===== config.mk =====
export PLATFORM = sky130hd
export DESIGN_NAME = rbst_top
export DESIGN_NICKNAME = d
export VERILOG_FILES = /design/src/rbst_pkg.sv /design/src/rbst_top.sv
export VERILOG_INCLUDE_DIRS = /design/src
export SDC_FILE = /design/constraint.sdc
export NUM_CORES = 1
export LEC_CHECK = 0
export ABC_AREA = 0
export BUFFER_PORTS_ARGS = -buffer_cell sky130_fd_sc_hd__buf_2
export CORE_UTILIZATION = 45
export DETAILED_ROUTE_END_ITERATION = 6
export PLACE_DENSITY = 0.61
export SLEW_MARGIN = 0
export SYNTH_ARGS = -nofsm -noshare
export SYNTH_HDL_FRONTEND = slang
export SYNTH_SLANG_ARGS = --single-unit

===== constraint.sdc =====
create_clock -name clk -period 4.25 [get_ports clk]
set_clock_uncertainty 0.05 [all_clocks]
set_input_delay 0.2125 -clock clk [delete_from_list [all_inputs] [get_ports clk]]
set_output_delay 0.2125 -clock clk [all_outputs]
set_load 0.005 [all_outputs]

===== src/rbst_defs.svh =====
// Timing, sizing and item numbering constants for remote binary signal transfer.
`ifndef RBST_DEFS_SVH
`define RBST_DEFS_SVH

// Item numbers of the first input or received output of each group.
`define RBST_ID_FAST_IN   3541
`define RBST_ID_FAST_OUT  3545
`define RBST_ID_BG_IN     3549
`define RBST_ID_BG_OUT    3573

// Number of peers at the far ends of the protected object.
`define RBST_NUM_PEER     2

// Clock period and the length of one timer tick.
`define RBST_CLK_PERIOD_NS 25
`define RBST_TICK_MS       1
`define RBST_NS_PER_MS     1000000

// Ticks a peer must stay active before it counts as available.
`define RBST_STABLE_MS    10

// Width of the reset delay setting, in bits; the setting counts ticks.
`define RBST_DELAY_W      16

// FIFO depth for background snapshots.
`define RBST_FIFO_DEPTH   32

`endif


===== src/rbst_pkg.sv =====
// Shared types for remote binary signal transfer.
`default_nettype none
package rbst_pkg;

    // Kind of frame carried on the link.
    typedef enum logic {
        RBST_KIND_FAST,
        RBST_KIND_BG
    } rbst_kind_t;

    // Progress of the reset delay after a link fault.
    typedef enum logic [1:0] {
        RBST_FLT_IDLE,
        RBST_FLT_WAIT,
        RBST_FLT_DONE
    } rbst_flt_t;

endpackage
`default_nettype wire


===== src/rbst_top.sv =====
// Remote binary signal transfer: input sampling, link framing and received outputs.
//
// Notes on behaviour
// - Carry up to 28 binary items to peers.
// - Four fast commands go first, minimal latency.
// - Twenty-four background items at lower priority.
// - Fast inputs 1-4 reach matching received outputs.
// - Background inputs reach same-index received outputs.
// - No configuration; only signal mapping matters.
// - Broadcast to all peers, even incomplete topology.
// - Logged-out device still sends and receives.
// - Peer available only while active and stable.
// - Link fault starts delay, then clears outputs.
// - Items numbered 3541, 3545, 3549, 3573 onward.
`timescale 1ns/1ps
`default_nettype none
`include "rbst_defs.svh"

////////////////////////////////////////////////////////////////////////////////
// Snapshot FIFO between input sampling and the link transmitter.
module rbst_fifo #(
    parameter int WIDTH = 24,
    parameter int DEPTH = `RBST_FIFO_DEPTH
) (
    input  wire logic             clk,
    input  wire logic             rstn,
    input  wire logic             in_valid,
    output logic                  in_ready,
    input  wire logic [WIDTH-1:0] in_data,
    output logic                  out_valid,
    input  wire logic             out_ready,
    output logic      [WIDTH-1:0] out_data
);
    // Pointers wrap naturally, so DEPTH must be a power of two.
    localparam int AW = $clog2(DEPTH);

    typedef struct packed {
        logic [AW-1:0] wr;
        logic [AW-1:0] rd;
        logic [AW:0]   cnt;
    } rbst_fifo_st_t;

    rbst_fifo_st_t    s;
    rbst_fifo_st_t    next_s;
    logic [WIDTH-1:0] mem [DEPTH];
    logic             push;
    logic             pop;

    // Full and empty come straight from the occupancy count.
    assign in_ready  = (s.cnt != (AW+1)'(DEPTH));
    assign out_valid = (s.cnt != '0);
    assign out_data  = mem[s.rd];
    assign push      = in_valid && in_ready;
    assign pop       = out_valid && out_ready;

    // Pointer and count update; a push and a pop together keep the count.
    always_comb begin
        next_s = s;
        if (push) begin
            next_s.wr = s.wr + AW'(1);
        end
        if (pop) begin
            next_s.rd = s.rd + AW'(1);
        end
        if (push && !pop) begin
            next_s.cnt = s.cnt + (AW+1)'(1);
        end else if (pop && !push) begin
            next_s.cnt = s.cnt - (AW+1)'(1);
        end
    end

    always_ff @(posedge clk) begin
        if (!rstn) begin
            s <= '0;
        end else begin
            s <= next_s;
        end
    end

    // Storage carries no reset; only the pointers and count say what is valid.
    always_ff @(posedge clk) begin
        if (push) begin
            mem[s.wr] <= in_data;
        end
    end
endmodule // rbst_fifo

////////////////////////////////////////////////////////////////////////////////
// Top of the block: samples the local items, frames them and holds what peers send.
module rbst_top #(
    parameter int NUM_PEER    = `RBST_NUM_PEER,
    parameter int STABLE_MS   = `RBST_STABLE_MS,
    parameter int FIFO_DEPTH  = `RBST_FIFO_DEPTH,
    parameter int TICK_CYCLES =
        (`RBST_TICK_MS * `RBST_NS_PER_MS) / `RBST_CLK_PERIOD_NS
) (
    input  wire logic                      clk,
    input  wire logic                      rstn,
    input  wire logic [3:0]                fast_cmd_in,
    input  wire logic [23:0]               bg_signal_in,
    input  wire logic [NUM_PEER-1:0]       peer_active,
    input  wire logic                      link_fault,
    input  wire logic [`RBST_DELAY_W-1:0]  link_fault_clear_delay,
    output logic                           link_tx_valid,
    input  wire logic                      link_tx_ready,
    output rbst_pkg::rbst_kind_t           link_tx_kind,
    output logic      [23:0]               link_tx_data,
    input  wire logic                      link_rx_valid,
    input  wire rbst_pkg::rbst_kind_t      link_rx_kind,
    input  wire logic [23:0]               link_rx_data,
    output logic      [3:0]                fast_cmd_received,
    output logic      [23:0]               bg_signal_received,
    output logic      [NUM_PEER-1:0]       dev_available
);
    // Group sizes follow from the item numbering.
    localparam int NF  = `RBST_ID_FAST_OUT - `RBST_ID_FAST_IN;
    localparam int NB  = `RBST_ID_BG_OUT - `RBST_ID_BG_IN;
    localparam int NIN = NF + NB;
    localparam int TW  = $clog2(TICK_CYCLES);
    localparam int SW  = $clog2(STABLE_MS + 1);

    typedef struct packed {
        logic [NIN-1:0]                sync1;
        logic [NIN-1:0]                sync2;
        logic [NIN-1:0]                last;
        logic                          fast_pend;
        logic                          bg_pend;
        logic                          tx_valid;
        rbst_pkg::rbst_kind_t          tx_kind;
        logic [NB-1:0]                 tx_data;
        logic [NF-1:0]                 fast_rx;
        logic [NB-1:0]                 bg_rx;
        logic [TW-1:0]                 tick_cnt;
        logic                          tick;
        rbst_pkg::rbst_flt_t           flt;
        logic [`RBST_DELAY_W-1:0]      flt_ms;
        logic [NUM_PEER-1:0][SW-1:0]   stab;
        logic [NUM_PEER-1:0]           avail;
    } rbst_st_t;

    rbst_st_t      s;
    rbst_st_t      next_s;
    logic          fifo_in_ready;
    logic          fifo_out_valid;
    logic          fifo_out_ready;
    logic [NB-1:0] fifo_out_data;
    logic          can_load;
    logic          fast_chg;
    logic          bg_chg;

    // Outputs are the registered state itself.
    assign link_tx_valid      = s.tx_valid;
    assign link_tx_kind       = s.tx_kind;
    assign link_tx_data       = s.tx_data;
    assign fast_cmd_received  = s.fast_rx;
    assign bg_signal_received = s.bg_rx;
    assign dev_available      = s.avail;

    // Change detection on the synchronised inputs against what was last queued.
    assign fast_chg = (s.sync2[NF-1:0] != s.last[NF-1:0]);
    assign bg_chg   = (s.sync2[NIN-1:NF] != s.last[NIN-1:NF]);
    assign can_load = !s.tx_valid || link_tx_ready;

    // Background is drained only when no fast command waits for the slot.
    assign fifo_out_ready = can_load && !s.fast_pend && !fast_chg;

    // Background snapshots wait here, so a backlog delays fast commands by no more than the frame already in the slot.
    rbst_fifo #(
        .WIDTH (NB),
        .DEPTH (FIFO_DEPTH)
    ) u_fifo (
        .clk       (clk),
        .rstn      (rstn),
        .in_valid  (s.bg_pend),
        .in_ready  (fifo_in_ready),
        .in_data   (s.last[NIN-1:NF]),
        .out_valid (fifo_out_valid),
        .out_ready (fifo_out_ready),
        .out_data  (fifo_out_data)
    );

    always_comb begin
        next_s = s;

        // Pins come from outside the clock domain; two flops before any use.
        next_s.sync1 = {bg_signal_in, fast_cmd_in};
        next_s.sync2 = s.sync1;

        // Millisecond tick for the delay and stability timers.
        next_s.tick = 1'b0;
        if (s.tick_cnt == TW'(TICK_CYCLES - 1)) begin
            next_s.tick_cnt = '0;
            next_s.tick     = 1'b1;
        end else begin
            next_s.tick_cnt = s.tick_cnt + TW'(1);
        end

        // A fresh fast change is always seen; nothing is gated by topology
        // or logout state, and no setting enables transfer.
        if (fast_chg) begin
            next_s.last[NF-1:0] = s.sync2[NF-1:0];
        end
        if (bg_chg) begin
            next_s.last[NIN-1:NF] = s.sync2[NIN-1:NF];
        end

        // A queued snapshot clears on push; a new change re-arms it (set wins).
        next_s.bg_pend = (s.bg_pend && !fifo_in_ready) || bg_chg;

        // Transmit slot: fast commands pre-empt queued background words.
        next_s.fast_pend = s.fast_pend || fast_chg;
        if (can_load) begin
            if (s.fast_pend) begin
                next_s.tx_valid  = 1'b1;
                next_s.tx_kind   = rbst_pkg::RBST_KIND_FAST;
                next_s.tx_data   = {{(NB-NF){1'b0}}, s.last[NF-1:0]};
                next_s.fast_pend = fast_chg;
            end else if (fifo_out_ready && fifo_out_valid) begin
                next_s.tx_valid = 1'b1;
                next_s.tx_kind  = rbst_pkg::RBST_KIND_BG;
                next_s.tx_data  = fifo_out_data;
            end else begin
                next_s.tx_valid = 1'b0;
            end
        end

        // Received frames update only their own group; others hold.
        if (link_rx_valid) begin
            if (link_rx_kind == rbst_pkg::RBST_KIND_FAST) begin
                next_s.fast_rx = link_rx_data[NF-1:0];
            end else begin
                next_s.bg_rx = link_rx_data;
            end
        end

        // Reset delay after a link fault; a fault that heals early cancels it.
        case (s.flt)
            rbst_pkg::RBST_FLT_IDLE: begin
                if (link_fault) begin
                    next_s.flt    = rbst_pkg::RBST_FLT_WAIT;
                    next_s.flt_ms = '0;
                end
            end
            rbst_pkg::RBST_FLT_WAIT: begin
                if (!link_fault) begin
                    next_s.flt = rbst_pkg::RBST_FLT_IDLE;
                end else if (s.flt_ms >= link_fault_clear_delay) begin
                    next_s.flt     = rbst_pkg::RBST_FLT_DONE;
                    next_s.fast_rx = '0;
                    next_s.bg_rx   = '0;
                end else if (s.tick) begin
                    next_s.flt_ms = s.flt_ms + `RBST_DELAY_W'(1);
                end
            end
            rbst_pkg::RBST_FLT_DONE: begin
                if (!link_fault) begin
                    next_s.flt = rbst_pkg::RBST_FLT_IDLE;
                end
            end
            default: begin
                next_s.flt = rbst_pkg::RBST_FLT_IDLE;
            end
        endcase

        // A peer counts as available once active for STABLE_MS ticks running.
        for (int p = 0; p < NUM_PEER; p++) begin
            if (!peer_active[p]) begin
                next_s.stab[p]  = '0;
                next_s.avail[p] = 1'b0;
            end else begin
                if (s.tick && (s.stab[p] != SW'(STABLE_MS))) begin
                    next_s.stab[p] = s.stab[p] + SW'(1);
                end
                next_s.avail[p] = (s.stab[p] == SW'(STABLE_MS));
            end
        end
    end

    // All state is registered here; reset gives idle link and cleared outputs.
    always_ff @(posedge clk) begin
        if (!rstn) begin
            s <= '0;
        end else begin
            s <= next_s;
        end
    end
endmodule // rbst_top

`default_nettype wire


==> impl_metrics.py, run 1 <==
metrics = {
    "run_status": {
        "status": "finished clean",
    },
    "detailed_routing": {
        "wl_per_cell_microns": 26.3,
        "drtAntennaViolNets": 0,
        "finalWirelength_microns": 89800,
        "wl_met2_microns": 46600,
        "routed-wl-met3_microns": 5630,
        "vias_per_cell": 5.58,
        "highest_layer": "met5",
        "vias": 19000,
        "wl_met1_microns": 35100,
        "drt_iter0_drc": 1721,
        "drc": 0,
        "drt-pass1-iter-count": 7,
    },
    "logic_synthesis": {
        "syn_inst": 2047,
        "syn_avg_cell_area_sq_um": 18.4,
        "async_flop_share_pct": 0,
        "synth_edf_count": 768,
        "synth_top_flop_cell": "edfxtp_1",
        "ys_seq_area_share_pct": 72.3,
        "synth_cell_types": 59,
        "synth_area_sq_um": 37600,
        "synth_seq_cells": 974,
        "synth_nets": 2156,
        "ys_warn_count": 0,
    },
    "final_layout": {
        "drive_above_1_share_pct": 27.5,
        "syn2layout_area_growth_pct": 15.9,
        "final_common_cell": "edfxtp_1",
        "final_cell_mix": "768 x edfxtp_1, 238 x mux4_2, 188 x dfxtp_1, 130 x buf_2, 100 x clkbuf_16",
        "stdcell_count": 3414,
        "nets": 2370,
        "fin_area_sq_um": 43600,
        "nFillCells": 6440,
    },
    "sta": {
        "fin_tns_setup_ns": 0,
        "fin_hold_ws_ns": 0.0658,
        "rsz0062_at_grt": "no",
        "fin_crit_ns": 3.41,
        "fmax_mhz": 293,
        "slew_viol_final": 0,
        "setup_violations": 0,
        "finalHoldViolations": 0,
        "timing.final.crit_share_pct": 80.3,
        "slew_headroom_pct": 19.4,
        "worst_pin_slew_ns": 1.21,
    },
    "cts": {
        "clk_latency_ns": 0.67,
        "cts_buffers": 99,
        "cts_sinks": 974,
        "cts-resized-gates": 0,
        "htree_levels": 3,
        "cts_tree": "built",
        "ctsRootBufferMaster": "clkbuf_16",
        "cts.path.max_buffers": 3,
        "postCtsSetupBuffers": 0,
        "cts_hold_buf": 65,
        "clkSlewWorstSetupHoldPaths_ns": 0.06,
    },
    "global_route": {
        "grt_usage_pct": 21.5,
        "grt_pass1_vias": 19700,
        "grt_pass1_wl_microns": 132000,
        "antenna_found_initial": 4,
        "gr-total-overflow": 0,
        "grt_max_degree": 77,
    },
    "critical_path": {
        "worst-path-max-fanout": 9,
        "worstSetupPathType": "register to register",
        "slowest_delay_ns": 0.64,
        "critPathRequiredTime_ns": 4.74,
        "path_cells": "xnor2_1 -> nand4_1 -> a2111oi_4 -> inv_2 -> ha_1 -> inv_1 -> ha_1 -> a21o_1 -> a21o_1 -> a211o_1 -> o211ai_1 -> xnor2_1 -> nor2_1",
        "worstPathArrival_ns": 3.90,
        "end_kind": "register",
        "crit_slowest_cell": "a2111oi_4",
        "worst_setup_path_start_kind": "register",
        "reg2reg_slack_ns": 0.84,
    },
    "power_and_ir_drop": {
        "leakage_nw": 14.7,
        "swShare_pct": 24.4,
        "power.density_nw_per_um2": 526,
        "p_int_mw": 17.3,
        "clockPowerShare_pct": 38.0,
        "p_switching_mw": 5.60,
        "p_comb_share_pct": 15.4,
        "vdd_drop_max_mv": 0.310,
        "pwr-share-seq_pct": 46.6,
    },
    "placement": {
        "dp.cells": 3165,
        "hpwlAfterDp_microns": 55400,
        "finalWeightedCongestion": 0.834,
        "placed_cell_area_sq_um": 39600,
        "io_buffers": 131,
    },
    "die": {
        "dieArea_sq_um": 84700,
        "fp.dieW_microns": 291,
        "io_pins": 132,
        "dieHeight_microns": 291,
        "rows": 105,
        "core_sq_um": 82400,
        "initial_core_util_pct": 45.6,
    },
    "job": {
        "max_cap_viol_count": 0,
    },
    "worst_hold_path": {
        "hold_path.class": "input pin to register",
    },
}
[worst max-delay path: cells and delay by family, from the launching register on]
kind / cells / cell delay, ns
AOI/OAI and AO/OA: 5 / 1.47
xor gates and xnor gates: 2 / 0.31
buffers and inverters: 2 / 0.34
adders and majority gates: 2 / 0.54
DFF: 1 / 0.32
and+or+nand+nor: 2 / 0.27
[stage by stage]
step	worst slack (ns)	utilization [%]	power (mW)
after global placement	0.963	48.1	14.4
after floorplan	1.26	-	13.3
after global routing	0.607	52.9	23.7
after CTS	0.827	52.9	23.1
final	0.838	52.9	22.9
after detailed placement	0.833	48.1	14.4
[sequential cells by signal (all words and copies together), names as in the netlist, 2 cells and up, named ones only]
signal              cells
dev_available           2
fast_cmd_received       4
link_tx_data           24
u_fifo.mem            768
u_fifo.s               16
s                     101
next_s                 28
bg_signal_received     24
[final cells by class]
class | instances | area (sq um) | share of cell area [%]
Antenna cell | 1 | 2.50 | 0.00574
Clock buffer | 133 | 2740 | 6.28
Clock inverter | 50 | 564 | 1.29
Inverter | 29 | 109 | 0.250
Multi-Input combinational cell | 896 | 9670 | 22.2
Sequential cell | 974 | 27200 | 62.5
Tap cell | 1070 | 1340 | 3.07
Timing Repair Buffer | 261 | 1930 | 4.44
[worst paths after layout]
kind,startpoint,endpoint,cells past startpoint
setup / recovery,s[101]$_SDFFE_PN0P_,u_fifo.s[5]$_SDFFE_PN0P_,13
hold / removal,link_rx_kind,fast_cmd_received[2]$_SDFF_PN0_,4
setup reg to reg,s[101]$_SDFFE_PN0P_,u_fifo.s[5]$_SDFFE_PN0P_,13
hold reg to reg,next_s[130]$_SDFF_PN0_,s[130]$_SDFF_PN0_,1
[cell usage after synthesis (3+ instances only)]
cell / instances / share of area [%]
o21a_1: 4 / 0.080
nor2_1: 99 / 0.99
nand2_1: 92 / 0.92
and2_1: 91 / 1.5
nor4_1: 8 / 0.13
and3_1: 13 / 0.22
a31oi_1: 8 / 0.13
ha_1: 32 / 1.1
a211oi_1: 5 / 0.10
buf_2: 8 / 0.11
nand4_1: 15 / 0.25
o211ai_1: 7 / 0.14
nor2b_1: 46 / 0.77
xor2_1: 41 / 0.96
mux4_2: 238 / 14
nand2b_1: 3 / 0.050
a21o_1: 3 / 0.060
mux2i_1: 6 / 0.16
inv_1: 27 / 0.27
clkbuf_1: 64 / 0.64
nand3b_1: 6 / 0.12
edfxtp_1: 768 / 61
buf_4: 58 / 1.2
a211o_1: 21 / 0.49
buf_1: 7 / 0.070
o21ai_0: 14 / 0.19
nand3_1: 25 / 0.33
or3_1: 3 / 0.050
o21ai_1: 8 / 0.11
a21oi_1: 46 / 0.61
xnor2_1: 18 / 0.42
buf_6: 11 / 0.33
nor3_1: 9 / 0.12
dfxtp_1: 206 / 11
o31ai_1: 4 / 0.080
[logic make-up (layout without fill, tap and decap cells)]
| family | after synthesis | count (layout) | share of synthesized area [%] |
|---|---|---|---|
| buf+inv | 177 | 473 | 2.59 |
| xor+xnor | 59 | 59 | 1.37 |
| simple gates | 419 | 419 | 5.65 |
| flops | 974 | 974 | 72.3 |
| other cells | 0 | 1 | 0 |
| compound gates | 139 | 139 | 2.48 |
| mux | 246 | 246 | 14.5 |
| fa+ha+maj | 33 | 33 | 1.12 |
[per-layer routing]
layer	up-vias	GRT usage, %
li1	8400	-
met1	9915	26.7
met2	578	37.7
met3	143	4.46
met4	2	6.54
met5	-	0
[power by group through the flow]
| stage | clock network, mW | logic, mW | registers (mW) |
|---|---|---|---|
| final | 8.72 | 3.53 | 10.7 |
| after global routing | 9.24 | 3.74 | 10.7 |
| after CTS | 8.87 | 3.59 | 10.7 |
| after detailed placement | 0 | 3.54 | 10.9 |
| after global placement | 0 | 3.51 | 10.9 |
| after floorplan | 0 | 2.49 | 10.8 |
(Power assumes the default switching activity.)
==> run 2: changes to the inputs <==
--- a/config.mk
+++ b/config.mk
@@ -6,11 +6,11 @@
 export SDC_FILE = /design/constraint.sdc
 export NUM_CORES = 1
 export LEC_CHECK = 0
-export ABC_AREA = 0
+export ABC_AREA = 1
 export BUFFER_PORTS_ARGS = -buffer_cell sky130_fd_sc_hd__buf_2
 export CORE_UTILIZATION = 45
 export DETAILED_ROUTE_END_ITERATION = 6
-export PLACE_DENSITY = 0.61
+export PLACE_DENSITY = 0.63
 export SLEW_MARGIN = 0
 export SYNTH_ARGS = -nofsm -noshare
 export SYNTH_HDL_FRONTEND = slang
==> constraint.sdc (replaced) <==
create_clock -name clk -period 3 [get_ports clk]
set_clock_uncertainty 0.05 [all_clocks]
set_input_delay 0.15 -clock clk [delete_from_list [all_inputs] [get_ports clk]]
set_output_delay 0.15 -clock clk [all_outputs]
set_load 0.005 [all_outputs]
==> run 2 against run 1 <==
Net effect:
- non-clock buffer count rose by 77
- first-iteration DRC count rose by 71%
- core utilization fell by 0.11 points
- highest routed layer is now met4
- combinational power rose by 90%
- clock power rose by 40%
- global-route usage rose by 1.8 points
==> impl_metrics.py, run 2 <==
metrics = {
    "run_status": {
        "status": "finished clean",
    },
    "detailed_routing": {
        "vias_per_cell": 5.23,
        "finalWirelength_microns": 107000,
        "wl_met2_microns": 49300,
        "drt-pass1-iter-count": 6,
        "routed-wl-met3_microns": 8670,
        "drtAntennaViolNets": 0,
        "vias": 28400,
        "drt_iter0_drc": 2943,
        "wl_per_cell_microns": 19.7,
        "drc": 0,
        "highest_layer": "met4",
        "wl_met1_microns": 45400,
    },
    "die": {
        "core_sq_um": 89100,
        "rows": 109,
        "fp.dieW_microns": 303,
        "initial_core_util_pct": 45.7,
        "dieHeight_microns": 303,
        "io_pins": 132,
        "dieArea_sq_um": 91700,
    },
    "logic_synthesis": {
        "synth.most_common_cell": "nand2_1",
        "synth_edf_count": 768,
        "ys_seq_area_share_pct": 66.7,
        "synth_cell_types": 36,
        "synth_nets": 4092,
        "async_flop_share_pct": 0,
        "synth_top_flop_cell": "edfxtp_1",
        "synth_common_cells": "1,051 x nand2_1, 768 x edfxtp_1, 562 x nand3_1",
        "synth_area_sq_um": 40700,
        "syn_inst": 3983,
        "yosysTopAreaCell": "edfxtp_1",
        "synth_top_area_share_pct": 56.6,
        "synth_seq_cells": 974,
        "yosys-top-cells-area": "edfxtp_1 57%, dfxtp_1 10%, nand2_1 9.7%",
        "syn_avg_cell_area_sq_um": 10.2,
        "ys_warn_count": 0,
    },
    "critical_path": {
        "reg2reg_from": "s[14]$_SDFFE_PN0P_",
        "worstPathArrival_ns": 3.30,
        "critPathTopFamily": "simple AND/OR/NAND/NOR gates",
        "r2r_end": "bg_signal_received[22]$_SDFF_PN0_",
        "end_kind": "register",
        "critPathRequiredTime_ns": 3.55,
        "worstSetupPathType": "register to register",
        "crit_slowest_cell": "dlygate4sd3_1",
        "cpMostUsedCell": "nand2_1",
        "cp_num_buf_inv": 2,
        "reg2reg_slack_ns": 0.25,
        "path_cells": "ha_1 -> nand2_1 -> inv_1 -> nand2_1 -> nor2_1 -> nor2_1 -> nand2_1 -> nand2_1 -> nand2_1 -> nand2_1 -> nand2_2 -> nor3_1 -> dlygate4sd3_1",
        "worst_setup_path_start_kind": "register",
        "worst-path-max-fanout": 28,
        "r2r_cells": 13,
        "slowest_delay_ns": 0.61,
    },
    "final_layout": {
        "post-route-util_pct": 52.8,
        "largest-register": "u_fifo.mem",
        "largest_reg_flops": 768,
        "area.sequential_sq_um": 27200,
        "final_cell_mix": "1,050 x nand2_1, 768 x edfxtp_1, 562 x nand3_1, 432 x inv_1, 279 x nor2_1",
        "drive_above_1_share_pct": 10.6,
        "syn2layout_area_growth_pct": 15.4,
        "final_common_cell": "nand2_1",
        "nets": 4277,
        "nFillCells": 7645,
        "multi_input_area_sq_um": 10700,
    },
    "sta": {
        "slew_headroom_pct": 37.1,
        "finalHoldViolations": 0,
        "setup_violations": 0,
        "rsz0062_at_grt": "no",
        "slew_viol_final": 0,
        "timing.final.crit_share_pct": 91.7,
        "fin_tns_setup_ns": 0,
        "fin_crit_ns": 2.75,
        "fmax_mhz": 364,
        "worst_pin_slew_ns": 0.944,
    },
    "job": {
        "max_cap_viol_count": 0,
    },
    "global_route": {
        "grt_pass1_vias": 26800,
        "antenna_found_initial": 1,
        "grt_max_degree": 102,
        "grt_usage_pct": 23.3,
        "gr-total-overflow": 0,
        "grt_pass1_wl_microns": 161000,
    },
    "cts": {
        "cts_buffers": 99,
        "htree_levels": 3,
        "cts.path.max_buffers": 3,
        "clk_latency_ns": 0.67,
        "cts_tree": "built",
        "postCtsSetupBuffers": 0,
        "ctsRootBufferMaster": "clkbuf_16",
        "cts_sinks": 974,
        "clkSlewWorstSetupHoldPaths_ns": 0.06,
    },
    "power_and_ir_drop": {
        "power.density_nw_per_um2": 724,
        "leakage_nw": 19.5,
        "total_power_mw": 34.0,
        "vdd_drop_max_mv": 0.762,
    },
    "placement": {
        "finalWeightedCongestion": 0.858,
        "hpwlAfterDp_microns": 61300,
        "io_buffers": 131,
    },
    "worst_hold_path": {
        "hold_end": "fast_cmd_received[0]$_SDFF_PN0_",
        "whs_path_depth": 3,
        "worstHoldStart": "link_rx_valid",
        "hold_path.class": "input pin to register",
    },
}
-- run 2: timing repair --
| item | CTS | global route |
|---|---|---|
| hold buffers | 81 | 0 |
| gates resized for setup | 0 | 1 |
| endpoints found under the setup margin | 0 | 20 |
| hold endpoints to repair | 102 | 0 |
-- run 2: kinds of logic (layout without fill, tap and decap cells) --
| logic type | Yosys count | after routing | synth area share, % |
|---|---|---|---|
| AO/OA/AOI/OAI | 248 | 248 | 3.25 |
| XOR/XNOR | 45 | 45 | 0.968 |
| adder cells (fa/ha/maj) | 33 | 33 | 1.03 |
| buffers and inverters | 693 | 964 | 7.64 |
| flip-flops | 974 | 974 | 66.7 |
| other | 0 | 1 | 0 |
| AND/OR/NAND/NOR | 1990 | 1990 | 20.4 |
-- run 2: worst max-delay path by stage --
stage / from / endpoint / slack [ns] / cells after the start
final: s[14]$_SDFFE_PN0P_ / bg_signal_received[22]$_SDFF_PN0_ / 0.25 / 13
after global routing: s[14]$_SDFFE_PN0P_ / bg_signal_received[22]$_SDFF_PN0_ / 0.08 / 13
after CTS: s[14]$_SDFFE_PN0P_ / bg_signal_received[8]$_SDFF_PN0_ / 0.09 / 13
after detailed placement: u_fifo.s[0]$_SDFFE_PN0P_ / u_fifo.mem[6][23]$_DFFE_PP_ / 0.51 / 9
after global placement: u_fifo.s[0]$_SDFFE_PN0P_ / u_fifo.s[4]$_SDFFE_PN0P_ / 0.47 / 13
after floorplan: u_fifo.s[0]$_SDFFE_PN0P_ / u_fifo.mem[0][0]$_DFFE_PP_ / 0.45 / 7
-- run 2: tightest hold or removal path: stages --
cell	delay, ns
buf_2	0.28
a21oi_1	0.21
nor3_1	0.06
-- run 2: layout make-up --
class	count	area share [%]
flip-flops and latches	974	57.8
multi-input cells	2316	22.7
repair buffers	338	5.85
clock buffers	133	5.78
inverters	439	3.55
well taps	1165	3.10
clock inverters	54	1.16
diodes	1	0.00532
-- run 2: metal layers --
layer / global-route usage (%) / vias to the layer above
li1: - / 13500
met1: 32.7 / 13500
met2: 37.0 / 1159
met3: 3.36 / 192
met4: 7.99 / 0
met5: 0 / -
-- run 2: power breakdown --
| group | leakage, nW | switching [mW] | internal (mW) |
|---|---|---|---|
| registers | 8.90 | 0.278 | 14.8 |
| logic | 8.96 | 4.51 | 2.20 |
| clock network | 1.60 | 5.16 | 7.07 |
-- run 2: through the flow --
stage	cell area [sq um]	setup slack [ns]	hold WS (ns)	instances
final	47000	0.249	0.0412	5420
after detailed placement	42900	0.506	0.286	5151
after global placement	42900	0.474	0.280	5151
after CTS	47000	0.0865	0.000453	5419
after floorplan	40700	0.450	0.198	3983
after global routing	47000	0.0779	0.0483	5419
